**config.mk**
```make
export PLATFORM = sky130hd
export DESIGN_NAME = power_fail_gated_host_port
export DESIGN_NICKNAME = d
export VERILOG_FILES = /design/src/host_port_pkg.sv /design/src/power_fail_gated_host_port.sv /design/src/reg_memory.sv
export VERILOG_INCLUDE_DIRS = /design/src
export SDC_FILE = /design/constraint.sdc
export NUM_CORES = 1
export LEC_CHECK = 0
export BUFFER_PORTS_ARGS = -buffer_cell sky130_fd_sc_hd__buf_4
export CAP_MARGIN = 20
export CORE_AREA = 2 2 195 197
export DETAILED_ROUTE_END_ITERATION = 12
export DIE_AREA = 0 0 197 199
export GPL_TIMING_DRIVEN = 0
export SYNTH_ARGS = -nofsm -noshare
export SYNTH_HDL_FRONTEND = slang
export SYNTH_HIERARCHICAL = 1
export SYNTH_SLANG_ARGS = --single-unit
```
**constraint.sdc**
```tcl
create_clock -name ref_clk -period 3.6 [get_ports ref_clk]
set_input_delay 0.36 -clock ref_clk [delete_from_list [all_inputs] [get_ports ref_clk]]
set_output_delay 0.36 -clock ref_clk [all_outputs]
set_load 0.02 [all_outputs]
```
**src/host_port_consts.svh**
```systemverilog
// Timing, width and reset constants for the power-fail gated host port.
// Assumes inclusion by bare name from the package and the design modules.
`ifndef HOST_PORT_CONSTS_SVH
`define HOST_PORT_CONSTS_SVH

// ------------------------------------------------------------
// Clock and timing
// ------------------------------------------------------------
`define CLK_PERIOD_PS        32'd5000
`define RESET_HOLD_TIME_MS   32'd150
`define RESET_HOLD_CYCLES    ((`RESET_HOLD_TIME_MS * 64'd1000000000) / {32'd0, `CLK_PERIOD_PS})
`define ADDR_ACCESS_NS       32'd70
`define ADDR_ACCESS_CYCLES   ((`ADDR_ACCESS_NS * 32'd1000 + `CLK_PERIOD_PS - 32'd1) / `CLK_PERIOD_PS)
`define TICK_DIV_DEFAULT     32'd200000

// ------------------------------------------------------------
// Register map
// ------------------------------------------------------------
`define REG_COUNT            32
`define ADDR_W               5
`define DATA_W               8
`define ADDR_CONTROL         5'h0F
`define TRANSFER_BIT         7
`define CONTROL_RESET        8'h80
`define KEY_EVENT_BIT        2
`define WAKE_EVENT_BIT       3
`define WDOG_EVENT_BIT       1
`define SUPPLY_OFF_BIT       0

`endif

```
**src/host_port_pkg.sv**
```systemverilog
// Types shared by the host port modules.
// Assumes the constants header is on the include path.
`include "host_port_consts.svh"

package host_port_pkg;
	typedef enum logic [1:0]
	{
		mode_idle   = 2'b00,
		mode_read   = 2'b01,
		mode_write  = 2'b10,
		mode_locked = 2'b11
	} bus_mode_t;
endpackage : host_port_pkg

```
**src/power_fail_gated_host_port.sv**
```systemverilog
// Power-fail gated byte-wide host port of a clock/calendar device.
// Assumes the host strobes, key input and power-fail flag are asynchronous pins.
//
// Overview of operation
// Keep internal counters running always, plus a host-visible copy.
// Transfer bit lets host freeze the visible copy while internal counters run.
// Below trip level, deselect and ignore every host read and write.
// Pass SRAM enable through, forcing it high below trip level.
// Alarm, watchdog or key event can raise interrupt or reset outputs.
// Key or wakeup raises supply-on; software releases it.
// Read mode when select and output enable low and write enable high.
// Read data follow address without strobe, valid after access delay.
// Drive data pins only while select and output enable are both low.
// Select and write enable low is a write; data stored at its end.
// Host holds address through write and meets data set-up and hold.
// Host leaves select or write enable inactive for recovery time between cycles.
// Outputs turn off soon after write enable falls during an open read.
// Host should keep output enable high during writes; the bench holds it low in two of its writes.
// In retention, bus ignored, data pins off, SRAM enable forced high.
// Reset held low while failed and for hold time after recovery.
// Reset function does not depend on the oscillator tick.
// Refuse host accesses while reset output is asserted.
// Power-fail flag is synchronised before gating anything.
`timescale 1ns/1ps
`include "host_port_consts.svh"

module power_fail_gated_host_port
	import host_port_pkg::*;
#(
	parameter int unsigned RESET_HOLD = 32'(`RESET_HOLD_CYCLES),
	parameter int unsigned TICK_DIV   = `TICK_DIV_DEFAULT
) (
	// Clock and reset
	input  wire logic               ref_clk,
	input  wire logic               rst_b,
	// Host bus
	input  wire logic               chip_sel_n,
	input  wire logic               out_en_n,
	input  wire logic               write_en_n,
	input  wire logic [`ADDR_W-1:0] reg_addr_in,
	input  wire logic [`DATA_W-1:0] data_bus_pins_in,
	output logic      [`DATA_W-1:0] data_bus_pins_out,
	output logic                    data_bus_pins_oe,
	// Supply monitor and SRAM enable
	input  wire logic               below_trip_in,
	input  wire logic               sram_enable_in_n,
	output logic                    sram_enable_out_n,
	// Events and control outputs
	input  wire logic               key_start_in_n,
	input  wire logic               alarm_match_in,
	input  wire logic               watchdog_timeout_in,
	output logic                    irq_out_n,
	output logic                    reset_out_n,
	output logic                    supply_on_n
);
	// ------------------------------------------------------------
	// Input synchronisers
	// ------------------------------------------------------------
	localparam int SW = 7 + `ADDR_W + `DATA_W;
	logic [SW-1:0] raw_in;
	logic [SW-1:0] meta_q;
	logic [SW-1:0] sync_q;

	// Gathers every asynchronous pin into one synchroniser vector.
	assign raw_in = {below_trip_in, sram_enable_in_n, key_start_in_n, chip_sel_n, out_en_n, write_en_n,
		alarm_match_in | watchdog_timeout_in, reg_addr_in, data_bus_pins_in};

	// Two flip-flops per bit before any logic but the alarm and watchdog OR looks at a pin.
	genvar gi;
	generate
		for (gi = 0; gi < SW; gi++)
		begin : g_sync
			always_ff @(posedge ref_clk)
			begin
				meta_q[gi] <= raw_in[gi];
				sync_q[gi] <= meta_q[gi];
			end
		end
	endgenerate

	logic               fail_s;
	logic               sram_en_s;
	logic               key_s;
	logic               cs_s;
	logic               oe_s;
	logic               we_s;
	logic               evt_s;
	logic [`ADDR_W-1:0] addr_s;
	logic [`DATA_W-1:0] din_s;

	// Names the synchronised copies.
	assign {fail_s, sram_en_s, key_s, cs_s, oe_s, we_s, evt_s, addr_s, din_s} = sync_q;

	// ------------------------------------------------------------
	// Reset hold and bus mode
	// ------------------------------------------------------------
	logic [31:0] hold_cnt_q, hold_cnt_d;
	logic        rst_out_q, rst_out_d;
	logic        access_ok;
	bus_mode_t   mode_q, mode_d;
	logic [31:0] aa_cnt_q, aa_cnt_d;
	logic [`ADDR_W-1:0] last_addr_q;
	logic        we_prev_q;

	// Counts recovery cycles from the clock alone, not the time base.
	always_comb
	begin
		hold_cnt_d = hold_cnt_q;
		rst_out_d  = rst_out_q;
		if (fail_s)
		begin
			hold_cnt_d = 32'd0;
			rst_out_d  = 1'b0;
		end
		else if (hold_cnt_q < RESET_HOLD)
		begin
			hold_cnt_d = hold_cnt_q + 32'd1;
			rst_out_d  = 1'b0;
		end
		else
			rst_out_d = 1'b1;
	end

	// Access is refused while failed, in the recovery hold, or while an event holds the reset pin low.
	assign access_ok = !fail_s && rst_out_q && reset_out_n;

	// Decodes the bus mode and times the address access delay.
	always_comb
	begin
		mode_d   = mode_idle;
		aa_cnt_d = aa_cnt_q;
		if (!access_ok)
			mode_d = mode_locked;
		else if (!cs_s && !we_s)
			mode_d = mode_write;
		else if (!cs_s && !oe_s)
			mode_d = mode_read;
		if (addr_s != last_addr_q)
			aa_cnt_d = 32'd0;
		else if (aa_cnt_q < `ADDR_ACCESS_CYCLES)
			aa_cnt_d = aa_cnt_q + 32'd1;
	end

	// Registers supervisor and bus mode state.
	always_ff @(posedge ref_clk)
	begin
		if (!rst_b)
		begin
			hold_cnt_q  <= 32'd0;
			rst_out_q   <= 1'b0;
			mode_q      <= mode_locked;
			aa_cnt_q    <= 32'd0;
			last_addr_q <= 5'h00;
			we_prev_q   <= 1'b1;
		end
		else
		begin
			hold_cnt_q  <= hold_cnt_d;
			rst_out_q   <= rst_out_d;
			mode_q      <= mode_d;
			aa_cnt_q    <= aa_cnt_d;
			last_addr_q <= addr_s;
			we_prev_q   <= we_s;
		end
	end

	// ------------------------------------------------------------
	// Write capture and the visible register copy
	// ------------------------------------------------------------
	logic               wr_end;
	logic [`ADDR_W-1:0] wr_addr_q, wr_addr_d;
	logic [`DATA_W-1:0] wr_data_q, wr_data_d;
	logic               copy_en;
	logic [`ADDR_W-1:0] cp_addr_q, cp_addr_d;
	logic [`DATA_W-1:0] time_q, time_d;
	logic [31:0]        tick_q, tick_d;
	logic [`DATA_W-1:0] ctrl_q, ctrl_d;
	logic               mem_we;
	logic [`ADDR_W-1:0] mem_wa;
	logic [`DATA_W-1:0] mem_wd;
	logic [`DATA_W-1:0] mem_rd;

	// A write ends when the write mode is left while access is still allowed.
	assign wr_end = (mode_q == mode_write) && (mode_d != mode_write) && access_ok;

	// Tracks captured write data, internal time and the control byte.
	always_comb
	begin
		wr_addr_d = wr_addr_q;
		wr_data_d = wr_data_q;
		tick_d    = tick_q + 32'd1;
		time_d    = time_q;
		ctrl_d    = ctrl_q;
		cp_addr_d = cp_addr_q + 5'h01;
		if (mode_d == mode_write)
		begin
			wr_addr_d = addr_s;
			wr_data_d = din_s;
		end
		if (tick_q >= TICK_DIV - 32'd1)
		begin
			tick_d = 32'd0;
			time_d = time_q + 8'h01;
		end
		if (evt_s)
			ctrl_d[`WDOG_EVENT_BIT] = 1'b1;
		if (!key_s)
			ctrl_d[`KEY_EVENT_BIT] = 1'b1;
		if (wr_end && wr_addr_q == `ADDR_CONTROL)
			ctrl_d = wr_data_q | (ctrl_d & 8'h0E);
	end

	// Host writes win the memory port; otherwise the running time is copied.
	assign copy_en = ctrl_q[`TRANSFER_BIT];
	assign mem_we  = wr_end || (copy_en && cp_addr_q == 5'h00);
	assign mem_wa  = wr_end ? wr_addr_q : 5'h00;
	assign mem_wd  = wr_end ? wr_data_q : time_q;

	// Registers capture, time base and control state.
	always_ff @(posedge ref_clk)
	begin
		if (!rst_b)
		begin
			wr_addr_q <= 5'h00;
			wr_data_q <= 8'h00;
			tick_q    <= 32'd0;
			time_q    <= 8'h00;
			ctrl_q    <= `CONTROL_RESET;
			cp_addr_q <= 5'h00;
		end
		else
		begin
			wr_addr_q <= wr_addr_d;
			wr_data_q <= wr_data_d;
			tick_q    <= tick_d;
			time_q    <= time_d;
			ctrl_q    <= ctrl_d;
			cp_addr_q <= cp_addr_d;
		end
	end

	reg_memory #(
		.ADDR_W (`ADDR_W),
		.DATA_W (`DATA_W)
	) u_mem (
		.ref_clk   (ref_clk),
		.wr_en     (mem_we),
		.wr_addr   (mem_wa),
		.wr_data   (mem_wd),
		.rd_addr   (addr_s),
		.rd_data_q (mem_rd)
	);

	// ------------------------------------------------------------
	// Output registers
	// ------------------------------------------------------------
	logic               oe_d;
	logic [`DATA_W-1:0] dout_d;
	logic               sram_d;
	logic               irq_d;
	logic               pwr_d;

	// Computes pin drive and control outputs.
	always_comb
	begin
		oe_d   = (mode_d == mode_read) && (we_s || !we_prev_q);
		dout_d = (aa_cnt_q >= `ADDR_ACCESS_CYCLES) ? ((addr_s == `ADDR_CONTROL) ? ctrl_q : mem_rd) : 8'h00;
		sram_d = fail_s ? 1'b1 : sram_en_s;
		irq_d  = !(ctrl_q[`WDOG_EVENT_BIT] || ctrl_q[`KEY_EVENT_BIT]);
		pwr_d  = !((ctrl_q[`KEY_EVENT_BIT] || ctrl_q[`WAKE_EVENT_BIT]) && !ctrl_q[`SUPPLY_OFF_BIT]);
	end

	// Registers every top-level output.
	always_ff @(posedge ref_clk)
	begin
		if (!rst_b)
		begin
			data_bus_pins_oe  <= 1'b0;
			data_bus_pins_out <= 8'h00;
			sram_enable_out_n <= 1'b1;
			irq_out_n         <= 1'b1;
			reset_out_n       <= 1'b0;
			supply_on_n       <= 1'b1;
		end
		else
		begin
			data_bus_pins_oe  <= oe_d;
			data_bus_pins_out <= dout_d;
			sram_enable_out_n <= sram_d;
			irq_out_n         <= irq_d;
			reset_out_n       <= rst_out_q && !(ctrl_q[`WDOG_EVENT_BIT] && evt_s);
			supply_on_n       <= pwr_d;
		end
	end
endmodule : power_fail_gated_host_port

```
**src/reg_memory.sv**
```systemverilog
// Small register memory for the host-visible location set.
// Assumes one clock; the read data come out of a register.
`timescale 1ns/1ps
`include "host_port_consts.svh"

module reg_memory #(
	parameter int ADDR_W = `ADDR_W,
	parameter int DATA_W = `DATA_W
) (
	// Clock
	input  wire logic              ref_clk,
	// Write side
	input  wire logic              wr_en,
	input  wire logic [ADDR_W-1:0] wr_addr,
	input  wire logic [DATA_W-1:0] wr_data,
	// Read side
	input  wire logic [ADDR_W-1:0] rd_addr,
	output logic      [DATA_W-1:0] rd_data_q
);
	logic [DATA_W-1:0] mem [0:(1<<ADDR_W)-1];

	// Stores writes and registers the read word each cycle.
	always_ff @(posedge ref_clk)
	begin
		if (wr_en)
			mem[wr_addr] <= wr_data;
		rd_data_q <= mem[rd_addr];
	end
endmodule : reg_memory

```
# Yosys cells after proc, flatten, opt, wreduce, memory -nomap -nowiden
# Memories as Yosys holds them, arrays and structs flattened. A register that Yosys moved wholly into a read port is not among the register bits.
# Cells that the tools add are included.
[word_totals] n_memories=1 wordCells=121 inputBits=23 reg_bits=192 output_inout_bits=13 mem_bits_rw=256
[op_classes] add_sub_neg=5 n_bitwise=3 n_reduce_logical=30 magnitude_cmp=4 n_eq_ne=7 muxes=12
[mem_list] name="u_mem.mem" depth=32 word_bits=8 read_ports=1 rd_ports_with_merged_regs=1 write_ports=1 line="reg_memory.sv:20" source="logic [DATA_W-1:0] mem [0:(1<<ADDR_W)-1];"
[op_table] op="$add 32x1->32 const B" count=3
[op_table] op="$ge 32x18->1 const B" count=1
[op_table] op="$ge 32x4->1 const B" count=1
[op_table] op="$lt 32x25->1 const B" count=1
[op_table] op="$lt 32x4->1 const B" count=1
[op_table] op="$mux 8" count=2
[op_table] op="$logic_and 1x1->1" count=12
[op_table] op="$eq 5x4->1 const B" count=2
[op_table] op="$logic_not 1->1" count=9
[op_table] op="$add 8x1->8 const B" count=1
[op_table] op="$or 8x4->8" count=1
[op_table] op="$mux 1" count=6
[op_table] op="$reduce_or 2->1" count=3
[op_table] op="$add 5x1->5 const B" count=1
[op_table] op="$logic_not 5->1" count=1
[op_table] op="$mux 5" count=1
[op_table] op="$ne 5x5->1" count=1
[op_table] op="$eq 2x2->1 const B" count=2
[op_table] op="$logic_or 1x1->1" count=4
[op_table] op="$mux 2" count=2
[op_table] op="$mux 3" count=1
[op_table] op="$eq 2x1->1 const B" count=1
[op_table] op="$ne 2x2->1 const B" count=1
[op_table] op="$reduce_and 2->1" count=1
[op_table] op="2 further kinds" count=2

# Longest topological paths before layout
[depth] word_depth=11 ltp_mapped=8 depth_no_buf=6

# Hierarchy
# Netlist, hierarchy kept.
[by_module_without_submodules] mod="reg_memory" seq_area_each_um2=7847.5 area_per_inst_um2=10053.4 instances=1 cells_per_inst=417
[by_module_without_submodules] mod="power_fail_gated_host_port" seq_area_each_um2=3823.7 area_per_inst_um2=6511.2 instances=1 cells_per_inst=646

# Worst setup path before layout
# No wires, ideal clock.
[synth_path] path_type="register to register" startpoint="register reset_out_n" endpoint="memory u_mem/mem[0][0] in the netlist's numbering, enable pin" synth_period_minus_slack_ns=2.960 t_arrival_ns=2.589 n_path_buf=3 setup_ns=0.370 path_stages_with_launch=9 slack_ns=0.640 path_cell_list="dfxtp_1 > and3b_1 > nor4bb_1 > clkbuf_1 > clkbuf_1 > a21o_1 > or3b_2 > clkbuf_1 > nor2_1"
[synth_between] elab_chain_len=8
[synth_lines] element="from (decl)" line="power_fail_gated_host_port.sv:53" source="output logic reset_out_n,"
[synth_lines] element="from (signal assigned)" line="power_fail_gated_host_port.sv:291" source="reset_out_n <= rst_out_q && !(ctrl_q[`WDOG_EVENT_BIT] && evt_s);"
[synth_lines] element="$logic_and 1x1->1 *" line="power_fail_gated_host_port.sv:125" source="assign access_ok = !fail_s && rst_out_q && reset_out_n;"
[synth_lines] element="$mux 2" line="power_fail_gated_host_port.sv:132" source="if (!access_ok)"
[synth_lines] element="$ne 2x2->1" line="power_fail_gated_host_port.sv:184" source="assign wr_end = (mode_q == mode_write) && (mode_d != mode_write) && access_ok;"
[synth_lines] element="$logic_and 1x1->1" line="power_fail_gated_host_port.sv:184"
[synth_lines] element="$logic_and 1x1->1 *" line="power_fail_gated_host_port.sv:184"
[synth_lines] element="$logic_or 1x1->1 *" line="power_fail_gated_host_port.sv:215" source="assign mem_we = wr_end || (copy_en && cp_addr_q == 5'h00);"
[synth_lines] element="via mem_we" line="power_fail_gated_host_port.sv:178" source="logic mem_we;"
[synth_lines] element="$mux 1 *" line="reg_memory.sv:25" source="if (wr_en)"
[synth_lines] element="$mux 1 (not written as such) *" line="reg_memory.sv:26" source="mem[wr_addr] <= wr_data;"
[synth_lines] element="to (decl)" line="reg_memory.sv:20"
# The timed path passes the listed nets; every way through them passes the cells marked *.

# Worst setup path in the final report
[layout_path] startpoint="register sync_q[19] (netlist: fail_s)" endpoint="memory u_mem/mem[20][7] in the netlist's numbering, enable pin"
[layout_between] elab_chain_len=10
[layout_lines] element="from (decl)" line="power_fail_gated_host_port.sv:62" source="logic [SW-1:0] sync_q;"
[layout_lines] element="from (signal, indexed assignment)" line="power_fail_gated_host_port.sv:76" source="sync_q[gi] <= meta_q[gi];"
[layout_lines] element="$logic_not 1->1 *" line="power_fail_gated_host_port.sv:125"
[layout_lines] element="$logic_and 1x1->1 * (2 in series)" line="power_fail_gated_host_port.sv:125"
[layout_lines] element="$mux 2" line="power_fail_gated_host_port.sv:132"
[layout_lines] element="$ne 2x2->1" line="power_fail_gated_host_port.sv:184"
[layout_lines] element="$logic_and 1x1->1" line="power_fail_gated_host_port.sv:184"
[layout_lines] element="$logic_and 1x1->1 *" line="power_fail_gated_host_port.sv:184"
[layout_lines] element="$logic_or 1x1->1 *" line="power_fail_gated_host_port.sv:215"
[layout_lines] element="via mem_we" line="power_fail_gated_host_port.sv:178"
[layout_lines] element="$mux 1 *" line="reg_memory.sv:25"
[layout_lines] element="$mux 1 (not written as such) *" line="reg_memory.sv:26"
# Marks and branches as above.

==> metrics <==
vias in the first global route=8798; initial antenna violation count=0; antenna-violating nets left=0; effective utilization at floorplan=0.446; core footprint=0.0371 mm^2; Post-DP Area=0.0175 mm^2; Via density=5.27; Power Density=546 mW/mm^2; Clock Skew=~22 ps; fin util=0.517; hold slack=~230 ps; fill count=about 3100; syn avg cell area=15.6 um^2; most frequent cells after synthesis=256 x edfxtp_1, 199 x dfxtp_1, 87 x nor2_1; Least-Margin Pin Slew=915 ps; area of the mapped netlist=0.0166 mm^2; post-synth top area cell=edfxtp_1; fmax=292 MHz; CP endpoint kind=flop; Setup Buffers After CTS=0; CTS buffer count=47; final WL=roughly 33000 um; critical path startpoint category=flop; Site Rows=71; Max VDD drop=0.295 mV; Crit path largest cell delay=540 ps; first-pass GRT wire length=51300 um; GRT Overall Usage=0.176; Post-synth EDFFs=256; 1st-pass router iterations=5; power share of the combinational group=0.036; GPL Wtd Cong=0.786; GRT overflow=0; Layout Nets=approximately 1200; R2R depth=8; Root Driver=clkbuf_16; Die Span Y=~200 um; Routed wire per std cell=19.7 um; Die X=197 um; sum of negative setup slack=0 ps; Worst-path clk slew=60 ps; worst-path cell chain=and3b_1 -> nor4bb_1 -> clkbuf_1 -> clkbuf_2 -> a21o_1 -> or3b_2 -> clkbuf_1 -> nor2_2; synthesis-to-finish area growth=15.8%; switching share of power=0.206; number of DRC markers in iteration 0=569; Synth Flop Type=edfxtp_1; fin crit share=0.952; Slew Viols, Final=0; sw power=0.00216 W; min-delay src=rst_b; RSZ-0062 raised after global routing=yes; Worst Hold Class=input pin to flop; clock sink count=455; most used cell, CP=clkbuf_1; status=finished, final reports clean; largest cells by area after synthesis=edfxtp_1 46%, dfxtp_1 24%, mux4_2 11%, nor2_1 2.0%, and2_1 1.8%; number of diodes=0; dominant cell by count in the synthesized netlist=edfxtp_1; Critical R2R Launch=fail_s$_DFF_P_; required time worst endpoint=3800 ps; max_cap viols=0; drt drc=0; fraction of layout cells with a size suffix above 1=0.205; final worst slack=172 ps; dpl ws=18.9 ps; Final HPWL DP=21500 um; Reg power frac=0.531; r2r setup slk=170 ps; Yosys warning count=6; CTS tree=built; relative slew slack=0.390; LEAKAGE=6.48 nW; Final min period=3430 ps; clock share of power=0.433; Yosys reg bits=455; crit path max fanout=10; Clock Latency Late Sink=570 ps; post-synthesis sequential area ratio=0.705; Final Hold Fails=0; Final setup violation count=0; port bufs=34; kind of critical path=flop to flop; clock buffer depth=3; Synth cell types=60; async set or reset register ratio after synthesis=0; CTS H-tree depth=2; Post-Syn Instances=1063; top cell type's share of synthesized area=0.464; Int Pwr=0.00833 W; WHS Path Cells=2; largest net degree at the start of global routing=33; Via Count=8916; Die ar.=around 0.039 mm^2; worst r2r dst=u_mem/mem[20][7]$_DFFE_PP_; Slowest-stage cell, CP=nor2_2; hold path endpoint=mode_q[1]$_SDFF_PN1_; I/O pins=36; critical path arrival=3620 ps; final instance area=between 0.015 and 0.02 mm^2
## cell type report
| class | count | area [um^2] | area share |
|---|---|---|---|
| Sequential cell | 455 | 11700 | 0.608 |
| Multi-Input combinational cell | 565 | 4740 | 0.247 |
| Clock buffer | 67 | 1350 | 0.0705 |
| Tap cell | 474 | 593 | 0.0309 |
| Timing Repair Buffer | 55 | 465 | 0.0243 |
| Buffer | 44 | 218 | 0.0113 |
| Clock inverter | 19 | 108 | 0.00561 |
| Inverter | 12 | 45.0 | 0.00235 |
## how the worst max path moves through the flow
stage | end | depth (start not counted) | start
4_1_cts | u_mem/mem[24][4]$_DFFE_PP_ | 8 | fail_s$_DFF_P_
2_1_floorplan | u_mem/mem[0][0]$_DFFE_PP_ | 8 | reset_out_n$_SDFF_PN0_
3_5_place_dp | u_mem/mem[24][0]$_DFFE_PP_ | 8 | fail_s$_DFF_P_
3_3_place_gp | u_mem/mem[24][0]$_DFFE_PP_ | 8 | fail_s$_DFF_P_
5_1_grt | u_mem/mem[20][7]$_DFFE_PP_ | 8 | fail_s$_DFF_P_
6_report | u_mem/mem[20][7]$_DFFE_PP_ | 8 | fail_s$_DFF_P_
## worst max-delay path, delay by kind of cell, from the launching register on
| kind | cells | cell delay [ps] |
|---|---|---|
| AO/OA/AOI/OAI | 1 | 160 |
| buffers and inverters | 3 | 990 |
| flip-flops | 1 | 330 |
| AND/OR/NAND/NOR | 4 | 1560 |
## sequential cells by signal (all words and copies together) (netlist names), 2 cells and up
| signal | cells |
|---|---|
| u_mem/mem | 256 |
| aa_cnt_q | 32 |
| hold_cnt_q | 32 |
| tick_q | 32 |
| meta_q | 20 |
| ctrl_q | 8 |
| data_bus_pins_out | 8 |
| din_s | 8 |
| time_q | 8 |
| u_mem/rd_data_q | 8 |
| wr_data_q | 8 |
| addr_s | 5 |
| cp_addr_q | 5 |
| last_addr_q | 5 |
| wr_addr_q | 5 |
| mode_q | 2 |
## per-layer routing
metal,track usage,vias up,share of wire
li1,-,4231,-
met1,0.253,4456,0.47
met2,0.268,181,0.46
met3,0.0376,48,0.051
met4,0.0551,0,0.021
met5,0,-,0
## timing repair
item                       in CTS  in global routing
hold buffers                   21                  0
gates resized for setup         0                 20
hold endpoints to repair       20                  0
setup endpoints to repair      13                223
## power by group through the flow
stage / Clock, W / Sequential (W) / Combinational [W]
floorplan: 0 / 0.00567 / 0.000231
global placement: 0 / 0.00568 / 0.000349
detailed placement: 0 / 0.00568 / 0.000352
CTS: 0.00468 / 0.00557 / 0.000371
global route: 0.00488 / 0.00557 / 0.000402
finish: 0.00454 / 0.00557 / 0.000373
## kinds of logic after synthesis
| logic type | Yosys count | share of synthesized area |
|---|---|---|
| flops | 455 | 0.705 |
| simple gates | 320 | 0.100 |
| mux | 111 | 0.129 |
| compound gates | 83 | 0.0293 |
| buf+inv | 56 | 0.0158 |
| xor+xnor | 30 | 0.0159 |
| fa+ha+maj | 7 | 0.00529 |
| other cells | 1 | 0.000226 |
## cells in the final DEF (no fill, tap or decap), drive strengths merged, types with 9 or more instances in the layout
master       instances
nand3               30
a21oi               39
inv                 13
nor4                15
conb                14
o21ai               21
and2                48
nand4               15
nor2                87
nand2               58
buf                 53
mux4                80
xnor2               15
clkinv              17
mux2                16
clkbuf              92
mux2i               15
or3                 20
edfxtp             256
nor3                 9
dlygate4sd3         21
dfxtp              199
xor2                15
## through the flow
step                instances  power [W]
CTS                      1691     0.0106
finish                   1691     0.0105
detailed placement       1584    0.00603
global placement         1584    0.00603
floorplan                1076    0.00590
global route             1691     0.0108
Note: power is estimated with default switching activity, not from simulation.
